**src/core/ddc_pkg.sv**
```systemverilog
package ddc_pkg;

  localparam int ADC_W    = 12;
  localparam int DATA_W   = 20;
  localparam int ADDR_W   = 8;
  localparam int IQ_W     = 16;
  localparam int SCALE_W  = 5;
  localparam int DLY_W    = 4;
  localparam int DLY_N    = 16;
  localparam int LAT_W    = 20;

  // Channel register offsets
  localparam logic [7:0] OFF_HOLDOFF     = 8'h84;
  localparam logic [7:0] OFF_FREQ_A      = 8'h85;
  localparam logic [7:0] OFF_FREQ_B      = 8'h86;
  localparam logic [7:0] OFF_PHASE       = 8'h87;
  localparam logic [7:0] OFF_CTRL        = 8'h88;
  localparam logic [7:0] OFF_SCALE       = 8'h92;
  localparam logic [7:0] OFF_UPPER_A     = 8'h94;
  localparam logic [7:0] OFF_LOWER_A     = 8'h95;
  localparam logic [7:0] OFF_UPPER_B     = 8'h96;
  localparam logic [7:0] OFF_LOWER_B     = 8'h97;
  localparam logic [7:0] OFF_DWELL_A     = 8'h98;
  localparam logic [7:0] OFF_DWELL_B     = 8'h99;
  localparam logic [7:0] OFF_GAIN_DELAY  = 8'h9a;
  // External map
  localparam logic [2:0] EXT_OFF_SYNC_EN = 3'h4;

  // Control bits
  localparam int CTRL_BYPASS  = 0;
  localparam int CTRL_PDITH   = 1;
  localparam int CTRL_ADITH   = 2;
  localparam int CTRL_CLRACC  = 3;
  localparam int CTRL_RSV_LO  = 4;
  localparam int CTRL_RSV_HI  = 5;
  localparam int CTRL_INSEL   = 6;
  localparam int CTRL_SYNC_LO = 7;
  localparam int CTRL_SYNC_HI = 8;
  localparam int CTRL_W       = 9;

  // Scale pair fields
  localparam int SCALE_LOUD_LO  = 0;
  localparam int SCALE_LOUD_HI  = 4;
  localparam int SCALE_QUIET_LO = 5;
  localparam int SCALE_QUIET_HI = 9;
  localparam int SCALE_PAIR_W   = 10;

  // Latency terms
  localparam logic [LAT_W-1:0] LAT_FIFTH_ORDER_COMB_FILTER_ADD = 20'h0_0007;
  localparam logic [LAT_W-1:0] LAT_FIXED    = 20'h0_001a;

  // Oscillator
  localparam logic [5:0]  PHASE_QUARTER = 6'h10;
  localparam logic [15:0] LFSR_SEED     = 16'hace1;
  localparam logic [15:0] LFSR_TAPS     = 16'hb400;
  localparam logic [14:0] SINE_TBL [16] = '{
    15'h0648, 15'h12c8, 15'h1f1a, 15'h2b1f, 15'h36ba, 15'h41ce, 15'h4c40, 15'h55f5,
    15'h5ed7, 15'h66cf, 15'h6dc9, 15'h73b5, 15'h7884, 15'h7c29, 15'h7e9c, 15'h7fd8};

  typedef struct packed {
    logic              wr;
    logic              rd;
    logic [ADDR_W-1:0] addr;
    logic [DATA_W-1:0] wdata;
  } ddc_reg_req_s;

  typedef struct packed {
    logic signed [IQ_W-1:0] i;
    logic signed [IQ_W-1:0] q;
  } ddc_iq_s;

  typedef enum logic {HO_IDLE, HO_COUNT} ddc_holdoff_e;

endpackage : ddc_pkg

```
**src/core/ddc_gain_switch_and_nco_tuner.sv**
```systemverilog
`timescale 1ns/1ns
module ddc_gain_switch_and_nco_tuner (
  // Clock and reset
  input  wire logic                              i_sys_clk,
  input  wire logic                              i_sys_rst,
  input  wire logic                              i_clk_en,
  // Converter samples
  input  wire logic signed [ddc_pkg::ADC_W-1:0]  i_adc_a,
  input  wire logic signed [ddc_pkg::ADC_W-1:0]  i_adc_b,
  // Channel register port
  input  wire ddc_pkg::ddc_reg_req_s             i_reg_req,
  output logic [ddc_pkg::DATA_W-1:0]             o_reg_rdata,
  // External map port
  input  wire logic                              i_ext_wr,
  input  wire logic [2:0]                        i_ext_addr,
  input  wire logic [7:0]                        i_ext_wdata,
  output logic [7:0]                             o_ext_rdata,
  // Sync and sleep
  input  wire logic [3:0]                        i_sync_pins,
  input  wire logic                              i_chan_sleep,
  // Filter settings for latency
  input  wire logic [11:0]                       i_resampling_comb_filter_decim,
  input  wire logic [5:0]                        i_fifth_order_comb_filter_decim,
  input  wire logic [7:0]                        i_fir_taps,
  output logic [ddc_pkg::LAT_W-1:0]              o_path_latency,
  // Attenuator flags
  output logic                                   o_gain_switch_flag_port_a,
  output logic                                   o_gain_switch_flag_port_b,
  // Data to resampling comb filter
  output ddc_pkg::ddc_iq_s                       o_iq,
  output logic                                   o_iq_valid
);

  // Register fields
  logic [15:0]                     holdoff_cfg;
  logic [31:0]                     freq_shadow;
  logic [31:0]                     freq_active;
  logic [15:0]                     phase_off;
  logic [ddc_pkg::CTRL_W-1:0]      ctrl;
  logic [ddc_pkg::SCALE_PAIR_W-1:0] scale_pair;
  logic [ddc_pkg::ADC_W-1:0]       upper_th [2];
  logic [ddc_pkg::ADC_W-1:0]       lower_th [2];
  logic [15:0]                     dwell_cfg [2];
  logic [ddc_pkg::DLY_W-1:0]       gain_delay;
  logic [7:0]                      sync_en;

  // Gain switch state
  logic [1:0]                      flag;
  logic [1:0]                      dwell_run;
  logic [15:0]                     dwell_cnt [2];
  logic [ddc_pkg::ADC_W-1:0]       mag [2];
  logic signed [ddc_pkg::ADC_W-1:0] smp [2];

  // Scale timing
  logic [ddc_pkg::DLY_N-1:0]       flag_hist;
  logic                            flag_dly;
  logic [ddc_pkg::SCALE_W-1:0]     scale_sel;

  // Frequency hold-off
  ddc_pkg::ddc_holdoff_e           ho_state;
  logic [15:0]                     ho_cnt;
  logic                            sleep_q;
  logic                            sync_q;
  logic                            sync_sel;
  logic                            wake;
  logic                            hop;
  logic                            load_now;

  // Oscillator and mixer
  logic [31:0]                     phase_acc;
  logic [15:0]                     lfsr;
  logic [15:0]                     phase_sum;
  logic [5:0]                      phase_idx;
  logic signed [15:0]              sin_v;
  logic signed [15:0]              cos_v;
  logic signed [ddc_pkg::ADC_W-1:0] x_sel;
  logic signed [27:0]              prod_i;
  logic signed [27:0]              prod_q;
  logic signed [ddc_pkg::IQ_W-1:0] mix_i;
  logic signed [ddc_pkg::IQ_W-1:0] mix_q;
  logic                            mix_vld;

  // Sample ports
  assign smp[0] = i_adc_a;
  assign smp[1] = i_adc_b;

  // Register writes
  always_ff @(posedge i_sys_clk) begin
    if (i_sys_rst) begin
      holdoff_cfg <= 16'h0000;
      freq_shadow <= 32'h0000_0000;
      phase_off   <= 16'h0000;
      ctrl        <= 9'h000;
      scale_pair  <= 10'h000;
      upper_th    <= '{12'hfff, 12'hfff};
      lower_th    <= '{12'h000, 12'h000};
      dwell_cfg   <= '{16'h0000, 16'h0000};
      gain_delay  <= 4'h0;
    end else if (i_clk_en && i_reg_req.wr) begin
      unique case (i_reg_req.addr)
        ddc_pkg::OFF_HOLDOFF:    holdoff_cfg <= i_reg_req.wdata[15:0];
        ddc_pkg::OFF_FREQ_A:     freq_shadow[15:0] <= i_reg_req.wdata[15:0];
        ddc_pkg::OFF_FREQ_B:     freq_shadow[31:16] <= i_reg_req.wdata[15:0];
        ddc_pkg::OFF_PHASE:      phase_off <= i_reg_req.wdata[15:0];
        ddc_pkg::OFF_CTRL:       ctrl <= i_reg_req.wdata[ddc_pkg::CTRL_W-1:0];
        ddc_pkg::OFF_SCALE:      scale_pair <= i_reg_req.wdata[ddc_pkg::SCALE_PAIR_W-1:0];
        ddc_pkg::OFF_UPPER_A:    upper_th[0] <= i_reg_req.wdata[ddc_pkg::ADC_W-1:0];
        ddc_pkg::OFF_LOWER_A:    lower_th[0] <= i_reg_req.wdata[ddc_pkg::ADC_W-1:0];
        ddc_pkg::OFF_UPPER_B:    upper_th[1] <= i_reg_req.wdata[ddc_pkg::ADC_W-1:0];
        ddc_pkg::OFF_LOWER_B:    lower_th[1] <= i_reg_req.wdata[ddc_pkg::ADC_W-1:0];
        ddc_pkg::OFF_DWELL_A:    dwell_cfg[0] <= i_reg_req.wdata[15:0];
        ddc_pkg::OFF_DWELL_B:    dwell_cfg[1] <= i_reg_req.wdata[15:0];
        ddc_pkg::OFF_GAIN_DELAY: gain_delay <= i_reg_req.wdata[ddc_pkg::DLY_W-1:0];
        default: ;
      endcase
    end
  end

  // Register reads
  always_ff @(posedge i_sys_clk) begin
    if (i_sys_rst) begin
      o_reg_rdata <= 20'h0_0000;
    end else if (i_clk_en && i_reg_req.rd) begin
      unique case (i_reg_req.addr)
        ddc_pkg::OFF_HOLDOFF:    o_reg_rdata <= {4'h0, holdoff_cfg};
        ddc_pkg::OFF_FREQ_A:     o_reg_rdata <= {4'h0, freq_active[15:0]};
        ddc_pkg::OFF_FREQ_B:     o_reg_rdata <= {4'h0, freq_active[31:16]};
        ddc_pkg::OFF_PHASE:      o_reg_rdata <= {4'h0, phase_off};
        ddc_pkg::OFF_CTRL:       o_reg_rdata <= {11'h000, ctrl[8:6], 2'b00, ctrl[3:0]};
        ddc_pkg::OFF_SCALE:      o_reg_rdata <= {10'h000, scale_pair};
        ddc_pkg::OFF_UPPER_A:    o_reg_rdata <= {8'h00, upper_th[0]};
        ddc_pkg::OFF_LOWER_A:    o_reg_rdata <= {8'h00, lower_th[0]};
        ddc_pkg::OFF_UPPER_B:    o_reg_rdata <= {8'h00, upper_th[1]};
        ddc_pkg::OFF_LOWER_B:    o_reg_rdata <= {8'h00, lower_th[1]};
        ddc_pkg::OFF_DWELL_A:    o_reg_rdata <= {4'h0, dwell_cfg[0]};
        ddc_pkg::OFF_DWELL_B:    o_reg_rdata <= {4'h0, dwell_cfg[1]};
        ddc_pkg::OFF_GAIN_DELAY: o_reg_rdata <= {16'h0000, gain_delay};
        default:                 o_reg_rdata <= 20'h0_0000;
      endcase
    end
  end

  // External sync enable register
  always_ff @(posedge i_sys_clk) begin
    if (i_sys_rst) begin
      sync_en <= 8'h00;
    end else if (i_clk_en && i_ext_wr && i_ext_addr == ddc_pkg::EXT_OFF_SYNC_EN) begin
      sync_en <= i_ext_wdata;
    end
  end

  // External read back
  always_ff @(posedge i_sys_clk) begin
    if (i_sys_rst) begin
      o_ext_rdata <= 8'h00;
    end else if (i_clk_en) begin
      o_ext_rdata <= (i_ext_addr == ddc_pkg::EXT_OFF_SYNC_EN) ? sync_en : 8'h00;
    end
  end

  localparam int LAT_W = ddc_pkg::LAT_W;

  // Path latency
  always_ff @(posedge i_sys_clk) begin
    if (i_sys_rst) begin
      o_path_latency <= 20'h0_0000;
    end else if (i_clk_en) begin
      o_path_latency <= LAT_W'(20'(i_resampling_comb_filter_decim) * (20'(i_fifth_order_comb_filter_decim) + ddc_pkg::LAT_FIFTH_ORDER_COMB_FILTER_ADD))
                        + 20'(i_fir_taps) + ddc_pkg::LAT_FIXED;
    end
  end

  // Gain switching per port
  for (genvar p = 0; p < 2; p++) begin : g_port
    // Sample magnitude
    assign mag[p] = smp[p][ddc_pkg::ADC_W-1] ? 12'(-smp[p]) : 12'(smp[p]);

    always_ff @(posedge i_sys_clk) begin
      if (i_sys_rst) begin
        flag[p]      <= 1'b0;
        dwell_run[p] <= 1'b0;
        dwell_cnt[p] <= 16'h0000;
      end else if (i_clk_en) begin
        if (mag[p] >= upper_th[p]) begin
          flag[p]      <= 1'b1;
          dwell_run[p] <= 1'b0;
          dwell_cnt[p] <= 16'h0000;
        end else if (flag[p]) begin
          if (mag[p] < lower_th[p]) begin
            if (!dwell_run[p]) begin
              if (dwell_cfg[p] == 16'h0000) begin
                flag[p] <= 1'b0;
              end else begin
                dwell_cnt[p] <= dwell_cfg[p];
                dwell_run[p] <= 1'b1;
              end
            end else if (dwell_cnt[p] == 16'h0001) begin
              dwell_cnt[p] <= 16'h0000;
              dwell_run[p] <= 1'b0;
              flag[p]      <= 1'b0;
            end else begin
              dwell_cnt[p] <= dwell_cnt[p] - 16'h0001;
            end
          end else begin
            dwell_run[p] <= 1'b0;
            dwell_cnt[p] <= 16'h0000;
          end
        end
      end
    end
  end

  // Attenuator flags
  assign o_gain_switch_flag_port_a = flag[0];
  assign o_gain_switch_flag_port_b = flag[1];

  // Delay of the monitored flag
  always_ff @(posedge i_sys_clk) begin
    if (i_sys_rst) begin
      flag_hist <= 16'h0000;
    end else if (i_clk_en) begin
      flag_hist <= {flag_hist[ddc_pkg::DLY_N-2:0], flag[ctrl[ddc_pkg::CTRL_INSEL]]};
    end
  end

  // Scale selection
  assign flag_dly  = (gain_delay == 4'h0) ? flag[ctrl[ddc_pkg::CTRL_INSEL]]
                                          : flag_hist[gain_delay - 4'h1];
  assign scale_sel = flag_dly ? scale_pair[ddc_pkg::SCALE_LOUD_HI:ddc_pkg::SCALE_LOUD_LO]
                              : scale_pair[ddc_pkg::SCALE_QUIET_HI:ddc_pkg::SCALE_QUIET_LO];

  // Wake and hop detection
  assign sync_sel = i_sync_pins[ctrl[ddc_pkg::CTRL_SYNC_HI:ddc_pkg::CTRL_SYNC_LO]]
                    & sync_en[ctrl[ddc_pkg::CTRL_SYNC_HI:ddc_pkg::CTRL_SYNC_LO]];
  assign wake     = sleep_q & ~i_chan_sleep;
  assign hop      = sync_sel & ~sync_q;
  assign load_now = (ho_state == ddc_pkg::HO_COUNT) && (ho_cnt == 16'h0001);

  // Sleep history
  always_ff @(posedge i_sys_clk) begin
    if (i_sys_rst) begin
      sleep_q <= 1'b1;
    end else if (i_clk_en) begin
      sleep_q <= i_chan_sleep;
    end
  end

  // Sync pin history
  always_ff @(posedge i_sys_clk) begin
    if (i_sys_rst) begin
      sync_q <= 1'b0;
    end else if (i_clk_en) begin
      sync_q <= sync_sel;
    end
  end

  // Hold-off counter
  always_ff @(posedge i_sys_clk) begin
    if (i_sys_rst) begin
      ho_state <= ddc_pkg::HO_IDLE;
      ho_cnt   <= 16'h0000;
    end else if (i_clk_en) begin
      if ((wake || hop) && holdoff_cfg != 16'h0000) begin
        ho_state <= ddc_pkg::HO_COUNT;
        ho_cnt   <= holdoff_cfg;
      end else begin
        unique case (ho_state)
          ddc_pkg::HO_IDLE:  ho_cnt <= ho_cnt;
          ddc_pkg::HO_COUNT: begin
            if (ho_cnt == 16'h0001) begin
              ho_state <= ddc_pkg::HO_IDLE;
            end
            ho_cnt <= ho_cnt - 16'h0001;
          end
        endcase
      end
    end
  end

  // Active frequency from shadow
  always_ff @(posedge i_sys_clk) begin
    if (i_sys_rst) begin
      freq_active <= 32'h0000_0000;
    end else if (i_clk_en && load_now) begin
      freq_active <= freq_shadow;
    end
  end

  // Phase accumulator, cleared on load when CTRL_CLRACC is set
  always_ff @(posedge i_sys_clk) begin
    if (i_sys_rst) begin
      phase_acc <= 32'h0000_0000;
    end else if (i_clk_en) begin
      if (load_now && ctrl[ddc_pkg::CTRL_CLRACC]) begin
        phase_acc <= 32'h0000_0000;
      end else if (!i_chan_sleep) begin
        phase_acc <= phase_acc + freq_active;
      end
    end
  end

  // Dither sequence
  always_ff @(posedge i_sys_clk) begin
    if (i_sys_rst) begin
      lfsr <= ddc_pkg::LFSR_SEED;
    end else if (i_clk_en) begin
      lfsr <= lfsr[0] ? ((lfsr >> 1) ^ ddc_pkg::LFSR_TAPS) : (lfsr >> 1);
    end
  end

  // Phase index
  assign phase_sum = phase_acc[31:16] + phase_off
                     + (ctrl[ddc_pkg::CTRL_PDITH] ? {6'h00, lfsr[9:0]} : 16'h0000);
  assign phase_idx = phase_sum[15:10];

  function automatic logic signed [15:0] ddc_sine(input logic [5:0] p, input logic dith);
    logic [3:0]  ix;
    logic [15:0] m;
    ix = p[4] ? ~p[3:0] : p[3:0];
    m  = {1'b0, ddc_pkg::SINE_TBL[ix]} + {15'h0000, dith};
    return p[5] ? -$signed(m) : $signed(m);
  endfunction : ddc_sine

  // Quadrature lookup and input select
  assign sin_v  = ddc_sine(phase_idx, ctrl[ddc_pkg::CTRL_ADITH] & lfsr[15]);
  assign cos_v  = ddc_sine(6'(phase_idx + ddc_pkg::PHASE_QUARTER), ctrl[ddc_pkg::CTRL_ADITH] & lfsr[14]);
  assign x_sel  = ctrl[ddc_pkg::CTRL_INSEL] ? i_adc_b : i_adc_a;
  assign prod_i = x_sel * cos_v;
  assign prod_q = -(x_sel * sin_v);

  // Mixer valid
  always_ff @(posedge i_sys_clk) begin
    if (i_sys_rst) begin
      mix_vld <= 1'b0;
    end else if (i_clk_en) begin
      mix_vld <= 1'b1;
    end
  end

  // Mixer stage
  always_ff @(posedge i_sys_clk) begin
    if (i_sys_rst) begin
      mix_i <= 16'h0000;
      mix_q <= 16'h0000;
    end else if (i_clk_en) begin
      if (ctrl[ddc_pkg::CTRL_BYPASS]) begin
        mix_i <= {i_adc_a, 4'h0};
        mix_q <= {i_adc_b, 4'h0};
      end else begin
        mix_i <= prod_i[26:11];
        mix_q <= prod_q[26:11];
      end
    end
  end

  // Scaling ahead of the resampler
  always_ff @(posedge i_sys_clk) begin
    if (i_sys_rst) begin
      o_iq <= '0;
    end else if (i_clk_en) begin
      o_iq.i <= mix_i >>> scale_sel;
      o_iq.q <= mix_q >>> scale_sel;
    end
  end

  // Output valid, low while frozen
  always_ff @(posedge i_sys_clk) begin
    if (i_sys_rst) begin
      o_iq_valid <= 1'b0;
    end else if (i_clk_en) begin
      o_iq_valid <= mix_vld;
    end else begin
      o_iq_valid <= 1'b0;
    end
  end

endmodule : ddc_gain_switch_and_nco_tuner

```
**config.mk**
```make
export PLATFORM = sky130hd
export DESIGN_NAME = ddc_gain_switch_and_nco_tuner
export DESIGN_NICKNAME = d
export VERILOG_FILES = /design/src/core/ddc_pkg.sv /design/src/core/ddc_gain_switch_and_nco_tuner.sv
export SDC_FILE = /design/constraint.sdc
export NUM_CORES = 2
export LEC_CHECK = 0
export CAP_MARGIN = 20
export CORE_MARGIN = 4
export CORE_UTILIZATION = 35
export CTS_CLUSTER_SIZE = 12
export DETAILED_ROUTE_END_ITERATION = 12
export DONT_BUFFER_PORTS = 1
export PLACE_DENSITY = 0.54
export SETUP_SLACK_MARGIN = 0.15
export SLEW_MARGIN = 15
export SYNTH_ARGS = -nofsm -noshare
export SYNTH_HDL_FRONTEND = slang
export SYNTH_SLANG_ARGS = --single-unit
export TNS_END_PERCENT = 100
```
**constraint.sdc**
```tcl
create_clock -name i_sys_clk -period 11.8 [get_ports i_sys_clk]
set_clock_uncertainty 0.05 [all_clocks]
set_input_delay 2.36 -clock i_sys_clk [delete_from_list [all_inputs] [get_ports i_sys_clk]]
set_output_delay 2.36 -clock i_sys_clk [all_outputs]
set_load 0.1 [all_outputs]
```
==> flow_summary.json <==
{
  "status": "completed",
  "layout.cells.most_common_list": "738 x nand2_1, 554 x inv_1, 411 x fa_1",
  "die_y_um": 357,
  "critical_path.max_stage_delay_ns": 0.55,
  "crit_fanout": 7,
  "rsz0062_at_grt": "yes",
  "critical-path-slowest-cell": "fa_1",
  "cap_violations": 0,
  "dieArea_um2": 127000,
  "grt_pass1_vias": 34700,
  "synth_cell_types": 112,
  "worstSkewPairLatency_ns": 0.64,
  "crit_start": "phase_off[9]",
  "htreeDepth": 2,
  "synth_edf_count": 32,
  "hold_class": "reg -> reg",
  "antenna_found_initial": 7,
  "dieWidth_um": 357,
  "ant_nets": 0,
  "cp.required_ns": 12.32,
  "tightest_slew_ns": 1.15,
  "clockBufferDepth": 3,
  "wirelength_um": 137000,
  "grt_usage": 0.210,
  "critPathArrivalTime_ns": 11.59,
  "netlist_area_um2": 42500,
  "critical_path.top_delay_family": "adder cells",
  "hold_viol_final": 0,
  "dpl_worst_slack_ns": 0.100,
  "stdcell_count": 6684,
  "start_util": 0.354,
  "fin_crit_sh": 0.939,
  "grt_max_degree": 327,
  "rows": 127,
  "dpl.hpwl_um": 105000,
  "synth-main-ff-cell": "dfxtp_1",
  "cts_buffers": 49,
  "r2r_cells": 43,
  "port-buffer-count": 0,
  "io_pins": 183,
  "ctsRootBufferMaster": "clkbuf_16",
  "period_needed_ns": 11.08,
  "ys_ff_latch": 434,
  "dp_cells": 6572,
  "fin_setup_tns_ns": 0,
  "clock_sinks": 434,
  "critical_path.most_common_cell": "inv_1",
  "worst_setup_path_end_kind": "flop",
  "power_mw": 6.41,
  "hold_buffers": 0,
  "grt_overflow": 0,
  "synth_cells": 5082,
  "fin_util": 0.390,
  "synth.avg_cell_area_um2": 8.37,
  "first_pass_iters": 7,
  "clk_pin_slew_ns": 0.06,
  "setup_ws_ns": 0.723,
  "route.detailed.drc": 0,
  "reg2reg_to": "mix_i[15]",
  "drv_slew": 0,
  "max_freq_ghz": 0.0903,
  "areaGrowthSynthToFinish_pct": 10.2,
  "critPathKind": "reg -> reg",
  "p_leak_nw": 20.1,
  "nets": 5857,
  "async_flop_share": 0,
  "wl_per_cell_um": 20.4,
  "startpoint_type": "flop",
  "final-setup-viol-count": 0,
  "slew_headroom": 0.233,
  "peakVddDrop_v": 0.000175,
  "drt_iter0_markers": 2676,
  "r2r_setup_slack_ns": 0.72,
  "tritoncts": "yes",
  "n_fill_cell": 12300,
  "yosys_warnings": 0,
  "core_um2": 120000,
  "cp.buffers_inverters": 10,
  "hold_path_depth": 2,
  "grt_pass1_wl_um": 209000,
  "powerDensity_nw_per_um2": 137,
  "timing.rr.start": "phase_off[9]",
  "drive_gt1_frac": 0.0833,
  "place.gp.congestion": 0.887,
  "routed_via_density": 5.32,
  "hp-start": "freq_shadow[21]",
  "vias": 35500,
  "layout_commonest_cell": "nand2_1",
  "holdPathEnd": "freq_active[21]",
  "ys_seq_area_frac": 0.212
}
==> where the power goes <==
part           leakage [nW]  switching [mW]  internal, mW  total (mW)
combinational          15.8            1.67          1.31        2.97
clock                 0.796           0.692         0.884        1.58
sequential             3.59           0.298          1.57        1.86
==> stage by stage <==
stage	cell area (um^2)	hold WS, ns
finish	46900	0.373
detailed placement	44700	0.395
CTS	46300	0.372
global placement	44700	0.390
floorplan	42600	0.377
global route	46900	0.408
==> repair_timing <==
action	in CTS	in global routing
resized for setup	2	69
endpoints found under the hold margin	0	0
buffers inserted	0	20
pin swaps	0	24
setup endpoints to repair	1	20
==> cell usage after synthesis, drive strengths merged, types with 12 or more instances <==
master,n,area (um^2)
xor2,51,454
nand2,741,2780
inv,560,2100
mux2i,151,1510
and2,136,853
a22oi,63,478
a21o,42,315
a221oi,26,234
ha,314,3930
nor2,371,1390
nor4,33,206
and3,37,236
xnor2,149,1340
dfxtp,402,8050
fa,411,8230
nor3,83,427
o221a,14,158
a211oi,26,210
a31oi,39,295
o21bai,12,93.8
mux2,17,195
nand2b,57,357
or2,15,93.8
a21oi,347,1740
a22o,21,184
edfxtp,32,961
o211a,19,190
nor2b,60,375
or3,17,106
buf,39,214
o211ai,50,380
o21ai,174,886
o22ai,22,144
o2bb2ai,32,280
nand4,17,106
o31ai,17,156
nand3,75,395
clkbuf,246,923
==> kinds of logic after synthesis <==
kind of cell | synth area share
DFF | 0.212
muxes | 0.0422
buffers and inverters | 0.0765
adders and majority gates | 0.286
AOI/OAI and AO/OA | 0.160
xor gates and xnor gates | 0.0437
and+or+nand+nor | 0.180
other | 0.0000882
==> final cells by class <==
cell class	count	area, um^2	share of cell area
diodes	4	10.0	0.000213
clock buffers	69	1410	0.0301
clock inverters	18	201	0.00430
inverters	564	2120	0.0452
multi-input cells	3802	30700	0.656
flip-flops and latches	434	9010	0.192
well taps	1612	2020	0.0430
repair buffers	181	1370	0.0291
==> registers in the layout (all words and copies together) (netlist names), 8 cells and up <==
register        count
phase_off          16
o_ext_rdata         8
flag_hist          16
ho_cnt             16
holdoff_cfg        16
dwell_cnt          32
mix_i              16
mix_q              16
scale_pair         10
o_path_latency     20
freq_active        32
lower_th           24
o_iq               32
upper_th           24
lfsr               16
freq_shadow        32
dwell_cfg          32
o_reg_rdata        16
phase_acc          32
sync_en             8
==> routing by layer <==
layer	vias to the layer above	routed length [um]	track usage
li1	16900	-	-
met1	17400	61700	0.289
met2	1020	60600	0.331
met3	198	10400	0.0482
met4	2	3940	0.0567
met5	-	13	0
==> how the worst max path moves through the flow <==
| stage | end | slack, ns | depth (start not counted) |
|---|---|---|---|
| finish | mix_i[15] | 0.72 | 43 |
| global placement | mix_i[15] | 0.25 | 45 |
| CTS | mix_q[14] | 0.17 | 45 |
| global route | mix_i[15] | 0.05 | 48 |
| detailed placement | mix_i[15] | 0.10 | 48 |
| floorplan | mix_i[15] | 0.15 | 47 |
==> tightest hold or removal path: cells and delay by family, from the launching register on <==
| family | cells | cell delay [ns] |
|---|---|---|
| compound gates | 1 | 0.05 |
| flops | 1 | 0.31 |
| simple gates | 1 | 0.05 |
Power figures use the tool's default switching activity.
